--- src/asrd_consts.svh ---
/*
  Constants for the setup, reference and channel-pair control block.
  Assumes inclusion by bare name from files under src/.
*/
`ifndef ASRD_CONSTS_SVH
`define ASRD_CONSTS_SVH

// Setup byte field positions
`define ASRD_SETUP_CKSEL_HI   5
`define ASRD_SETUP_CKSEL_LO   4
`define ASRD_SETUP_REFSEL_HI  3
`define ASRD_SETUP_REFSEL_LO  2
`define ASRD_SETUP_DIFF_HI    1
`define ASRD_SETUP_DIFF_LO    0

// Field values
`define ASRD_CKSEL_EXT        2'h3
`define ASRD_CKSEL_RESET      2'h2
`define ASRD_REFSEL_INT       2'h0
`define ASRD_REFSEL_EXT_SE    2'h1
`define ASRD_REFSEL_DEFAULT   2'h2
`define ASRD_REFSEL_EXT_DIFF  2'h3
`define ASRD_DIFF_UNI         2'h3
`define ASRD_DIFF_UNI_W       2'h2
`define ASRD_DIFF_BIP_W       2'h3

// Channel-pair register reset and used bits
`define ASRD_PAIR_RESET       8'h00
`define ASRD_PAIR_USED_MASK   8'hF0

// Delays in external serial-clock cycles
`define ASRD_REF_WAKE_CYC     9'd218
`define ASRD_TEMP_SETTLE_CYC  9'd244
`define ASRD_TEMP_CONV_CYC    9'd188

// Highest external conversion clock in kHz, reference clock in kHz
`define ASRD_EXT_CLK_MAX_KHZ  3600
`define ASRD_REF_CLK_KHZ      200000

`endif

--- src/asrd_pkg.sv ---
/*
  Types for the setup, reference and channel-pair control block.
  Assumes nothing of its surroundings.
*/
package asrd_pkg;

  typedef enum logic [2:0] {
    ASRD_IDLE   = 3'h0,
    ASRD_WAKE   = 3'h1,
    ASRD_CONV   = 3'h3,
    ASRD_TSET   = 3'h2,
    ASRD_TCONV  = 3'h6
  } asrd_seq_t;

  typedef enum logic [1:0] {
    ASRD_RX_CMD  = 2'h0,
    ASRD_RX_DATA = 2'h1
  } asrd_rx_t;

endpackage

--- src/asrd_ctrl.sv ---
/*
  Setup-command tail: reference power sequencing in external-clock mode and
  channel-pair register loading selected by the pair-config field.
  Assumes a decoded setup byte arriving as a one-cycle strobe on ref_clk, and
  serial clock, chip select and data in taken straight from the pins.
*/
// How it works
// - Mode 11: delays counted in serial clocks
// - Internal ref off after scan; 218-cycle wake
// - Temperature measurement forces internal reference on
// - Temperature waits 244 cycles for reference settling
// - Temperature result ready after 188 more cycles
// - Ref select 01/11: no internal ref, no wake
// - Ref select 10 default, internal like 00
// - Pair select 00/01: no data byte expected
// - Pair select 00/01: pair registers unchanged
// - Pair select 10 loads unipolar register
// - Pair select 11 loads bipolar register
// - Unexpected following byte is a new command
// - Unipolar bits 7..4 select pairs 01..67
// - Pair registers reset to zero
`timescale 1ns/1ps
`include "asrd_consts.svh"
module asrd_ctrl (
  input  wire logic       ref_clk,
  input  wire logic       resetn,
  input  wire logic       sclk_pin,
  input  wire logic       cs_n_pin,
  input  wire logic       din_pin,
  input  wire logic       setup_strobe,
  input  wire logic [7:0] setup_byte,
  input  wire logic       conv_request,
  input  wire logic       conv_is_temp,
  input  wire logic       scan_done,
  output logic            cmd_byte_valid,
  output logic [7:0]      cmd_byte,
  output logic            conv_start,
  output logic            temp_result_ready,
  output logic            int_ref_on,
  output logic            ref_pin_is_input,
  output logic [1:0]      conv_clock_select,
  output logic [7:0]      unipolar_pair_config,
  output logic [7:0]      bipolar_pair_config,
  output logic            uni_diff_pair01,
  output logic            uni_diff_pair23,
  output logic            uni_diff_pair45,
  output logic            uni_diff_pair67,
  output logic            busy
);
  logic             sclk_rise;
  logic             cs_n_lvl;
  logic             cs_fall;
  logic             din_lvl;
  logic [1:0]       ref_select;
  logic             pair_cfg_select_hi;
  logic             pair_cfg_select_lo;
  logic [1:0]       pair_target;
  asrd_pkg::asrd_rx_t  rx_state;
  logic [2:0]       bit_cnt;
  logic [7:0]       shift;
  asrd_pkg::asrd_seq_t seq_state;
  logic [8:0]       cyc_cnt;
  logic             ref_warm;

  function automatic logic ref_is_internal(input logic [1:0] sel);
    ref_is_internal = (sel == `ASRD_REFSEL_INT) || (sel == `ASRD_REFSEL_DEFAULT);
  endfunction

  asrd_sync u_sclk (
    .ref_clk  (ref_clk),
    .resetn   (resetn),
    .async_in (sclk_pin),
    .level    (),
    .rise     (sclk_rise),
    .fall     ()
  );

  asrd_sync u_cs (
    .ref_clk  (ref_clk),
    .resetn   (resetn),
    .async_in (cs_n_pin),
    .level    (cs_n_lvl),
    .rise     (),
    .fall     (cs_fall)
  );

  asrd_sync u_din (
    .ref_clk  (ref_clk),
    .resetn   (resetn),
    .async_in (din_pin),
    .level    (din_lvl),
    .rise     (),
    .fall     ()
  );

  ////////////////////////////////////////////////////////////////////////////
  // Setup fields

  always_ff @(posedge ref_clk or negedge resetn) begin
    if (!resetn) begin
      conv_clock_select  <= `ASRD_CKSEL_RESET;
      ref_select         <= `ASRD_REFSEL_DEFAULT;
      pair_cfg_select_hi <= 1'b0;
      pair_cfg_select_lo <= 1'b0;
    end else if (setup_strobe) begin
      conv_clock_select  <= setup_byte[`ASRD_SETUP_CKSEL_HI:`ASRD_SETUP_CKSEL_LO];
      ref_select         <= setup_byte[`ASRD_SETUP_REFSEL_HI:`ASRD_SETUP_REFSEL_LO];
      pair_cfg_select_hi <= setup_byte[`ASRD_SETUP_DIFF_HI];
      pair_cfg_select_lo <= setup_byte[`ASRD_SETUP_DIFF_LO];
    end
  end

  assign ref_pin_is_input = ref_is_internal(ref_select);
  assign pair_target      = {pair_cfg_select_hi, pair_cfg_select_lo};

  ////////////////////////////////////////////////////////////////////////////
  // Serial byte receiver

  always_ff @(posedge ref_clk or negedge resetn) begin
    if (!resetn) begin
      rx_state <= asrd_pkg::ASRD_RX_CMD;
    end else if (setup_strobe) begin
      rx_state <= setup_byte[`ASRD_SETUP_DIFF_HI] ? asrd_pkg::ASRD_RX_DATA
                                                  : asrd_pkg::ASRD_RX_CMD;
    end else if (cs_n_lvl) begin
      rx_state <= asrd_pkg::ASRD_RX_CMD;
    end else if (sclk_rise && bit_cnt == 3'h7) begin
      rx_state <= asrd_pkg::ASRD_RX_CMD;
    end
  end

  always_ff @(posedge ref_clk or negedge resetn) begin
    if (!resetn) begin
      bit_cnt <= 3'h0;
      shift   <= 8'h00;
    end else if (cs_n_lvl || cs_fall) begin
      bit_cnt <= 3'h0;
    end else if (sclk_rise) begin
      bit_cnt <= bit_cnt + 3'h1;
      shift   <= {shift[6:0], din_lvl};
    end
  end

  always_ff @(posedge ref_clk or negedge resetn) begin
    if (!resetn) begin
      cmd_byte_valid <= 1'b0;
      cmd_byte       <= 8'h00;
    end else begin
      cmd_byte_valid <= 1'b0;
      if (!cs_n_lvl && sclk_rise && bit_cnt == 3'h7 &&
          rx_state == asrd_pkg::ASRD_RX_CMD && !setup_strobe) begin
        cmd_byte_valid <= 1'b1;
        cmd_byte       <= {shift[6:0], din_lvl};
      end
    end
  end

  ////////////////////////////////////////////////////////////////////////////
  // Channel-pair registers

  always_ff @(posedge ref_clk or negedge resetn) begin
    if (!resetn) begin
      unipolar_pair_config <= `ASRD_PAIR_RESET;
      bipolar_pair_config  <= `ASRD_PAIR_RESET;
    end else if (!cs_n_lvl && sclk_rise && bit_cnt == 3'h7 &&
                 rx_state == asrd_pkg::ASRD_RX_DATA && !setup_strobe) begin
      if (pair_target == `ASRD_DIFF_UNI_W) begin
        unipolar_pair_config <= {shift[6:0], din_lvl} & `ASRD_PAIR_USED_MASK;
      end else if (pair_target == `ASRD_DIFF_BIP_W) begin
        bipolar_pair_config  <= {shift[6:0], din_lvl} & `ASRD_PAIR_USED_MASK;
      end
    end
  end

  // Low nibble is masked on load so it never reaches the pair decode
  assign uni_diff_pair01 = unipolar_pair_config[7];
  assign uni_diff_pair23 = unipolar_pair_config[6];
  assign uni_diff_pair45 = unipolar_pair_config[5];
  assign uni_diff_pair67 = unipolar_pair_config[4];

  ////////////////////////////////////////////////////////////////////////////
  // Reference and conversion sequencer, counted on serial-clock rises

  always_ff @(posedge ref_clk or negedge resetn) begin
    if (!resetn) begin
      seq_state         <= asrd_pkg::ASRD_IDLE;
      cyc_cnt           <= 9'd0;
      conv_start        <= 1'b0;
      temp_result_ready <= 1'b0;
    end else begin
      conv_start        <= 1'b0;
      temp_result_ready <= 1'b0;
      unique case (seq_state)
        asrd_pkg::ASRD_IDLE: begin
          cyc_cnt <= 9'd0;
          if (conv_request && conv_clock_select == `ASRD_CKSEL_EXT) begin
            if (conv_is_temp) begin
              seq_state <= asrd_pkg::ASRD_TSET;
            end else if (ref_is_internal(ref_select) && !ref_warm) begin
              seq_state <= asrd_pkg::ASRD_WAKE;
            end else begin
              seq_state  <= asrd_pkg::ASRD_CONV;
              conv_start <= 1'b1;
            end
          end
        end
        asrd_pkg::ASRD_WAKE: begin
          if (sclk_rise) begin
            if (cyc_cnt == `ASRD_REF_WAKE_CYC - 9'd1) begin
              seq_state  <= asrd_pkg::ASRD_CONV;
              conv_start <= 1'b1;
              cyc_cnt    <= 9'd0;
            end else begin
              cyc_cnt <= cyc_cnt + 9'd1;
            end
          end
        end
        asrd_pkg::ASRD_CONV: begin
          if (scan_done) begin
            seq_state <= asrd_pkg::ASRD_IDLE;
          end
        end
        asrd_pkg::ASRD_TSET: begin
          if (sclk_rise) begin
            if (cyc_cnt == `ASRD_TEMP_SETTLE_CYC - 9'd1) begin
              seq_state  <= asrd_pkg::ASRD_TCONV;
              conv_start <= 1'b1;
              cyc_cnt    <= 9'd0;
            end else begin
              cyc_cnt <= cyc_cnt + 9'd1;
            end
          end
        end
        asrd_pkg::ASRD_TCONV: begin
          if (sclk_rise) begin
            if (cyc_cnt == `ASRD_TEMP_CONV_CYC - 9'd1) begin
              seq_state         <= asrd_pkg::ASRD_IDLE;
              temp_result_ready <= 1'b1;
              cyc_cnt           <= 9'd0;
            end else begin
              cyc_cnt <= cyc_cnt + 9'd1;
            end
          end
        end
        default: begin
          seq_state <= asrd_pkg::ASRD_IDLE;
        end
      endcase
    end
  end

  // Reference stays warm only while a conversion that needs it runs
  always_ff @(posedge ref_clk or negedge resetn) begin
    if (!resetn) begin
      ref_warm <= 1'b0;
    end else if ((seq_state == asrd_pkg::ASRD_CONV && scan_done) ||
                 (seq_state == asrd_pkg::ASRD_TCONV && sclk_rise &&
                  cyc_cnt == `ASRD_TEMP_CONV_CYC - 9'd1)) begin
      ref_warm <= 1'b0;
    end else if (conv_start && (ref_is_internal(ref_select) ||
                                seq_state == asrd_pkg::ASRD_TCONV)) begin
      ref_warm <= 1'b1;
    end
  end

  always_comb begin
    int_ref_on = 1'b0;
    unique case (seq_state)
      asrd_pkg::ASRD_TSET, asrd_pkg::ASRD_TCONV: int_ref_on = 1'b1;
      asrd_pkg::ASRD_WAKE:                       int_ref_on = 1'b1;
      asrd_pkg::ASRD_CONV:                       int_ref_on = ref_is_internal(ref_select);
      default:                                   int_ref_on = 1'b0;
    endcase
  end

  assign busy = (seq_state != asrd_pkg::ASRD_IDLE);
endmodule // asrd_ctrl

--- src/asrd_sync.sv ---
/*
  Two-flop synchroniser with rise and fall detect on the synchronised level.
  Assumes an asynchronous input and one clock domain.
*/
`timescale 1ns/1ps
module asrd_sync (
  input  wire logic ref_clk,
  input  wire logic resetn,
  input  wire logic async_in,
  output logic      level,
  output logic      rise,
  output logic      fall
);
  logic meta;
  logic sync;
  logic last;

  always_ff @(posedge ref_clk or negedge resetn) begin
    if (!resetn) begin
      meta <= 1'b0;
      sync <= 1'b0;
      last <= 1'b0;
    end else begin
      meta <= async_in;
      sync <= meta;
      last <= sync;
    end
  end

  assign level = sync;
  assign rise  = sync & ~last;
  assign fall  = ~sync & last;
endmodule // asrd_sync

--- config.mk ---
export PLATFORM = sky130hd
export DESIGN_NAME = asrd_ctrl
export DESIGN_NICKNAME = d
export VERILOG_FILES = /design/src/asrd_pkg.sv /design/src/asrd_ctrl.sv /design/src/asrd_sync.sv
export VERILOG_INCLUDE_DIRS = /design/src /design/src/src
export SDC_FILE = /design/constraint.sdc
export NUM_CORES = 1
export LEC_CHECK = 0
export ABC_CLOCK_PERIOD_IN_PS = 2260
export BUFFER_PORTS_ARGS = -buffer_cell sky130_fd_sc_hd__buf_2
export CAP_MARGIN = 20
export CORE_ASPECT_RATIO = 0.9
export CORE_MARGIN = 2
export CORE_UTILIZATION = 50
export CTS_CLUSTER_DIAMETER = 80
export CTS_CLUSTER_SIZE = 28
export DETAILED_ROUTE_END_ITERATION = 8
export PLACE_DENSITY = 0.74
export SYNTH_ARGS = -nofsm -noshare
export SYNTH_HDL_FRONTEND = slang
export SYNTH_HIERARCHICAL = 1
export SYNTH_SLANG_ARGS = --single-unit
export TNS_END_PERCENT = 20
--- constraint.sdc ---
create_clock -name ref_clk -period 2.26 [get_ports ref_clk]
set_input_delay 0.678 -clock ref_clk [delete_from_list [all_inputs] [get_ports ref_clk]]
set_output_delay 0.678 -clock ref_clk [all_outputs]
set_load 0.005 [all_outputs]
* Yosys cells after proc, flatten, opt, wreduce, memory -nomap -nowiden *
Index checks and enable logic that the tools add are counted.

word-level totals
  register bits = 58
  output and inout bits = 36
  word-level logic and storage cells = 126

cells by class
  add/sub/neg operators = 2
  equality and inequality tests = 21
  multiplexer cells = 39
  bitwise operators = 6
  reductions and logical operators = 34

operators by type and width
  kind                                           number
  2-to-1 mux 9 bit                               6
  case mux 9 bit (4 select lines)                1
  2-to-1 mux 3 bit                               10
  == test 9 x 8 -> 1 bit, second input constant  3
  case mux 3 bit (5 select lines)                1
  2-to-1 mux 1 bit                               14
  inequality test 2 bit, second input constant   7
  logical AND 1 bit                              13
  2-to-1 mux 2 bit                               5
  adder 9 x 1 -> 9 bit, second input constant    1
  == test 2 bit, second input constant           4
  AND reduction 8 bit                            1
  == test 3 x 2 -> 1 bit, second input constant  2
  == test 3 bit, second input constant           2
  nonzero test 3 bit                             2
  zero test 2 bit                                2
  logical OR 1 bit                               4
  inverter 1 bit                                 4
  AND reduction 2 bit                            2
  AND reduction 4 bit                            1
  nonzero test 2 bit                             2
  nonzero test 4 bit                             1
  adder 3 x 1 -> 3 bit, second input constant    1
  == test 3 x 1 -> 1 bit, second input constant  1
  9 further kinds                                12

* Depth between registers and ports, before layout *
  depth in word-level cells = 7
  gate-level depth with buffers = 7
  gate-level depth less buffers = 7

* By module *
The synthesis kept the hierarchy.

by module, submodules not included
  module     times used  cells an instance  area an instance (sq um)  sequential area each (sq um)
  asrd_ctrl  1           209                2402.3                    1202.4
  asrd_sync  3           5                  90.1                      75.1

* Worst setup path before layout *
Ideal clock, no wire load.

  path type = input to register
  start = input port setup_strobe
  end = register unipolar_pair_config[4]
  library setup time = 0.125 ns
  arrival time = 1.744 ns
  setup slack = 0.391 ns
  cell stages on the path = 5
  buffers on the path = 1
  cells stage by stage = buf_1 nor3_1 nand3_1 nor2_1 mux2_2

on the way
  word-level cells in the longest chain between the ends = 3

RTL lines
  what                           RTL line          text
  from (decl)                    asrd_ctrl.sv:30   input wire logic setup_strobe,
  zero test 1 bit                asrd_ctrl.sv:166  rx_state == asrd_pkg::ASRD_RX_DATA && !setup_strobe) begin
  logical AND 1 bit              asrd_ctrl.sv:166
  AND reduction 2 bit (no line)  -
  to (signal assigned)           asrd_ctrl.sv:163  unipolar_pair_config <= `ASRD_PAIR_RESET;
  to (signal assigned)           asrd_ctrl.sv:168  unipolar_pair_config <= {shift[6:0], din_lvl} & `ASRD_PAIR_USED_MASK;
  to (decl)                      asrd_ctrl.sv:42   output logic [7:0] unipolar_pair_config,

Every way passes these cells.
A chain may end at the register's enable or synchronous reset.

* Worst setup path in the final report *
  start = register seq_state[2]
  end = output port busy

on the way
  word-level cells in the longest chain between the ends = 1

RTL lines
  what                    RTL line          text
  from (decl)             asrd_ctrl.sv:61   asrd_pkg::asrd_seq_t seq_state;
  from (signal assigned)  asrd_ctrl.sv:186  seq_state <= asrd_pkg::ASRD_IDLE;
  from (signal assigned)  asrd_ctrl.sv:198  seq_state <= asrd_pkg::ASRD_TSET;
  from (signal assigned)  asrd_ctrl.sv:200  seq_state <= asrd_pkg::ASRD_WAKE;
  nonzero test 3 bit      asrd_ctrl.sv:276  assign busy = (seq_state != asrd_pkg::ASRD_IDLE);
  to (decl)               asrd_ctrl.sv:48   output logic busy

Every way passes these cells.

==> flow_metrics.py <==
metrics = {
    "outcome": {
        "status": "finished, final reports clean",
    },
    "worst_setup_path": {
        "critical_path_buf_inv_count": 1,
        "cp.arrival_ns": 1.38,
        "crit_required_ns": 1.58,
        "critPathMaxFanout": 13,
        "crit_family": "flip-flops",
        "path_cells": "or3_1 > buf_2",
        "worstSetupStartpoint": "seq_state[2]$_DFFE_PN0P_",
        "rr_startpoint": "cyc_cnt[0]$_DFFE_PN0P_",
        "cp-start-kind": "flip-flop",
        "worstSetupEndpointType": "primary output",
        "criticalPathCategory": "reg2out",
        "cpMaxStageDelayCell": "dfrtp_1",
        "worst_path_largest_cell_delay_ns": 0.54,
    },
    "sta": {
        "hold_ws_ns": 0.353,
        "slew_headroom": 0.622,
        "setup_violations": 0,
        "fmax_ghz": 0.486,
        "final_max_slew_viol_count": 0,
        "worst_pin_slew_ns": 0.564,
        "setup_tns_ns": 0,
        "finalCritPeriodShare": 0.910,
        "final_hold_viol_count": 0,
        "fin_skew_ns": 0.00402,
        "rsz0062_at_grt": "no",
        "period_minus_slack_ns": 2.06,
    },
    "clock_network": {
        "cts_resized": 0,
        "cts_tree": "yes",
        "cts_inserted_buffers": 5,
        "clock-sinks": 56,
        "postCtsSetupBuffers": 0,
        "cts_htree_levels": 2,
        "path_clk_slew_ns": 0.10,
        "insertion_delay_ns": 0.30,
        "holdBufCountCts": 0,
        "cts_root_buf": "clkbuf_8",
        "clockBufferDepth": 2,
    },
    "job": {
        "max_cap_viol_count": 0,
    },
    "synth": {
        "synth.cell_area_um2": 2620,
        "synth_area_per_cell_um2": 12.0,
        "yosysWarnings": 6,
        "syn_inst": 219,
    },
    "min_path": {
        "hold_class": "in2async",
    },
    "global_route": {
        "grt_antenna_before_repair": 0,
        "grt_pass1_wl_mm": 7.82,
        "grt_pass1_vias": 1699,
        "gr-usage-all-layers": 0.172,
        "grt_max_degree": 57,
        "grt_remaining_overflow": 0,
    },
    "placed_design": {
        "dpl_cell_area_um2": 2860,
        "place_congestion": 0.846,
        "dp_hpwl_mm": 3.18,
        "dp.cells": 319,
        "io_buffers": 41,
    },
    "pwr": {
        "power_frac_seq": 0.529,
        "p_per_area_nw_per_um2": 812,
        "p_leak_nw": 1.44,
        "p_comb_frac": 0.242,
        "power.switching_w": 0.000783,
        "swShare": 0.326,
        "p_clk_frac": 0.229,
        "ir_drop_v": 0.000375,
        "p_int_w": 0.00162,
    },
    "route": {
        "wl_per_cell_um": 13.8,
        "drcViolationCount": 0,
        "first_iter_violations": 122,
        "drt-total-wl_mm": 4.51,
        "viasPerCell": 5.29,
        "vias": 1729,
        "first_pass_iters": 4,
        "drtAntennaViolNets": 0,
    },
    "layout": {
        "final_cell_area_um2": 2950,
        "layout_commonest_cell": "dfrtp_1",
        "syn2layout_area_growth_pct": 12.9,
        "drive_gt1_frac": 0.363,
        "diodes": 0,
        "final_util": 0.596,
        "finalNetCount": 283,
        "layout_common_cells": "dfrtp_1 (55), buf_2 (41), mux2_2 (28)",
        "final_cells": 327,
    },
    "floorplan": {
        "placementRows": 24,
        "die_h_um": 72.6,
        "fp.dieW_um": 80.3,
        "die_area_um2": 5830,
        "io_pins": 53,
        "core-area_um2": 4950,
        "start_util": 0.528,
    },
}
==> flip-flops by register name (all words and copies together) (netlist names), 2 cells and up <==
name and cells:
bit_cnt 3, cmd_byte 8, shift 7, bipolar_pair_config 4
unipolar_pair_config 4, conv_clock_select 2, cyc_cnt 9, seq_state 3
==> metal layers <==
| metal | wire (um) | global-route usage |
|---|---|---|
| met5 | 0 | 0 |
| met3 | 219 | 0.0297 |
| met2 | 2050 | 0.289 |
| met4 | 49 | 0.0508 |
| met1 | 2190 | 0.230 |
==> final timing paths <==
| kind | slack (ns) | endpoint | cells after the start |
|---|---|---|---|
| hold reg to reg | 0.36 | u_sclk/level$_DFF_PN0_ | 0 |
| hold / removal | 0.35 | cyc_cnt[1]$_DFFE_PN0P_ | 2 |
| max in group asynchronous | 1.62 | conv_clock_select[1]$_DFFE_PN1P_ | 2 |
| setup reg to reg | 0.21 | seq_state[1]$_DFFE_PN0P_ | 6 |
| min in group ref_clk | 0.36 | u_sclk/level$_DFF_PN0_ | 0 |
| setup / recovery | 0.20 | busy | 2 |
==> stage by stage <==
| stage | power, W | setup slack (ns) |
|---|---|---|
| floorplan | 0.00170 | 0.391 |
| global placement | 0.00185 | 0.274 |
| detailed placement | 0.00187 | 0.234 |
| CTS | 0.00242 | 0.194 |
| global route | 0.00256 | 0.0598 |
| finish | 0.00240 | 0.203 |
==> area by class of cell <==
| type | count | area (um2) |
|---|---|---|
| Inverter | 7 | 26.3 |
| Multi-Input combinational cell | 145 | 1100 |
| Tap cell | 65 | 81.3 |
| Timing Repair Buffer | 46 | 255 |
| Sequential cell | 56 | 1400 |
| Fill cell | 409 | 2000 |
| Clock inverter | 3 | 21.3 |
| Clock buffer | 5 | 68.8 |
==> power groups by stage <==
stage                     Clock [W]  Sequential, W  Combinational, W
final                      0.000550        0.00127          0.000581
after global placement            0        0.00128          0.000572
after CTS                  0.000570        0.00127          0.000587
after floorplan                   0        0.00120          0.000495
after detailed placement          0        0.00129          0.000582
after global routing       0.000607        0.00130          0.000652
Note: power is estimated with default switching activity, not from simulation.
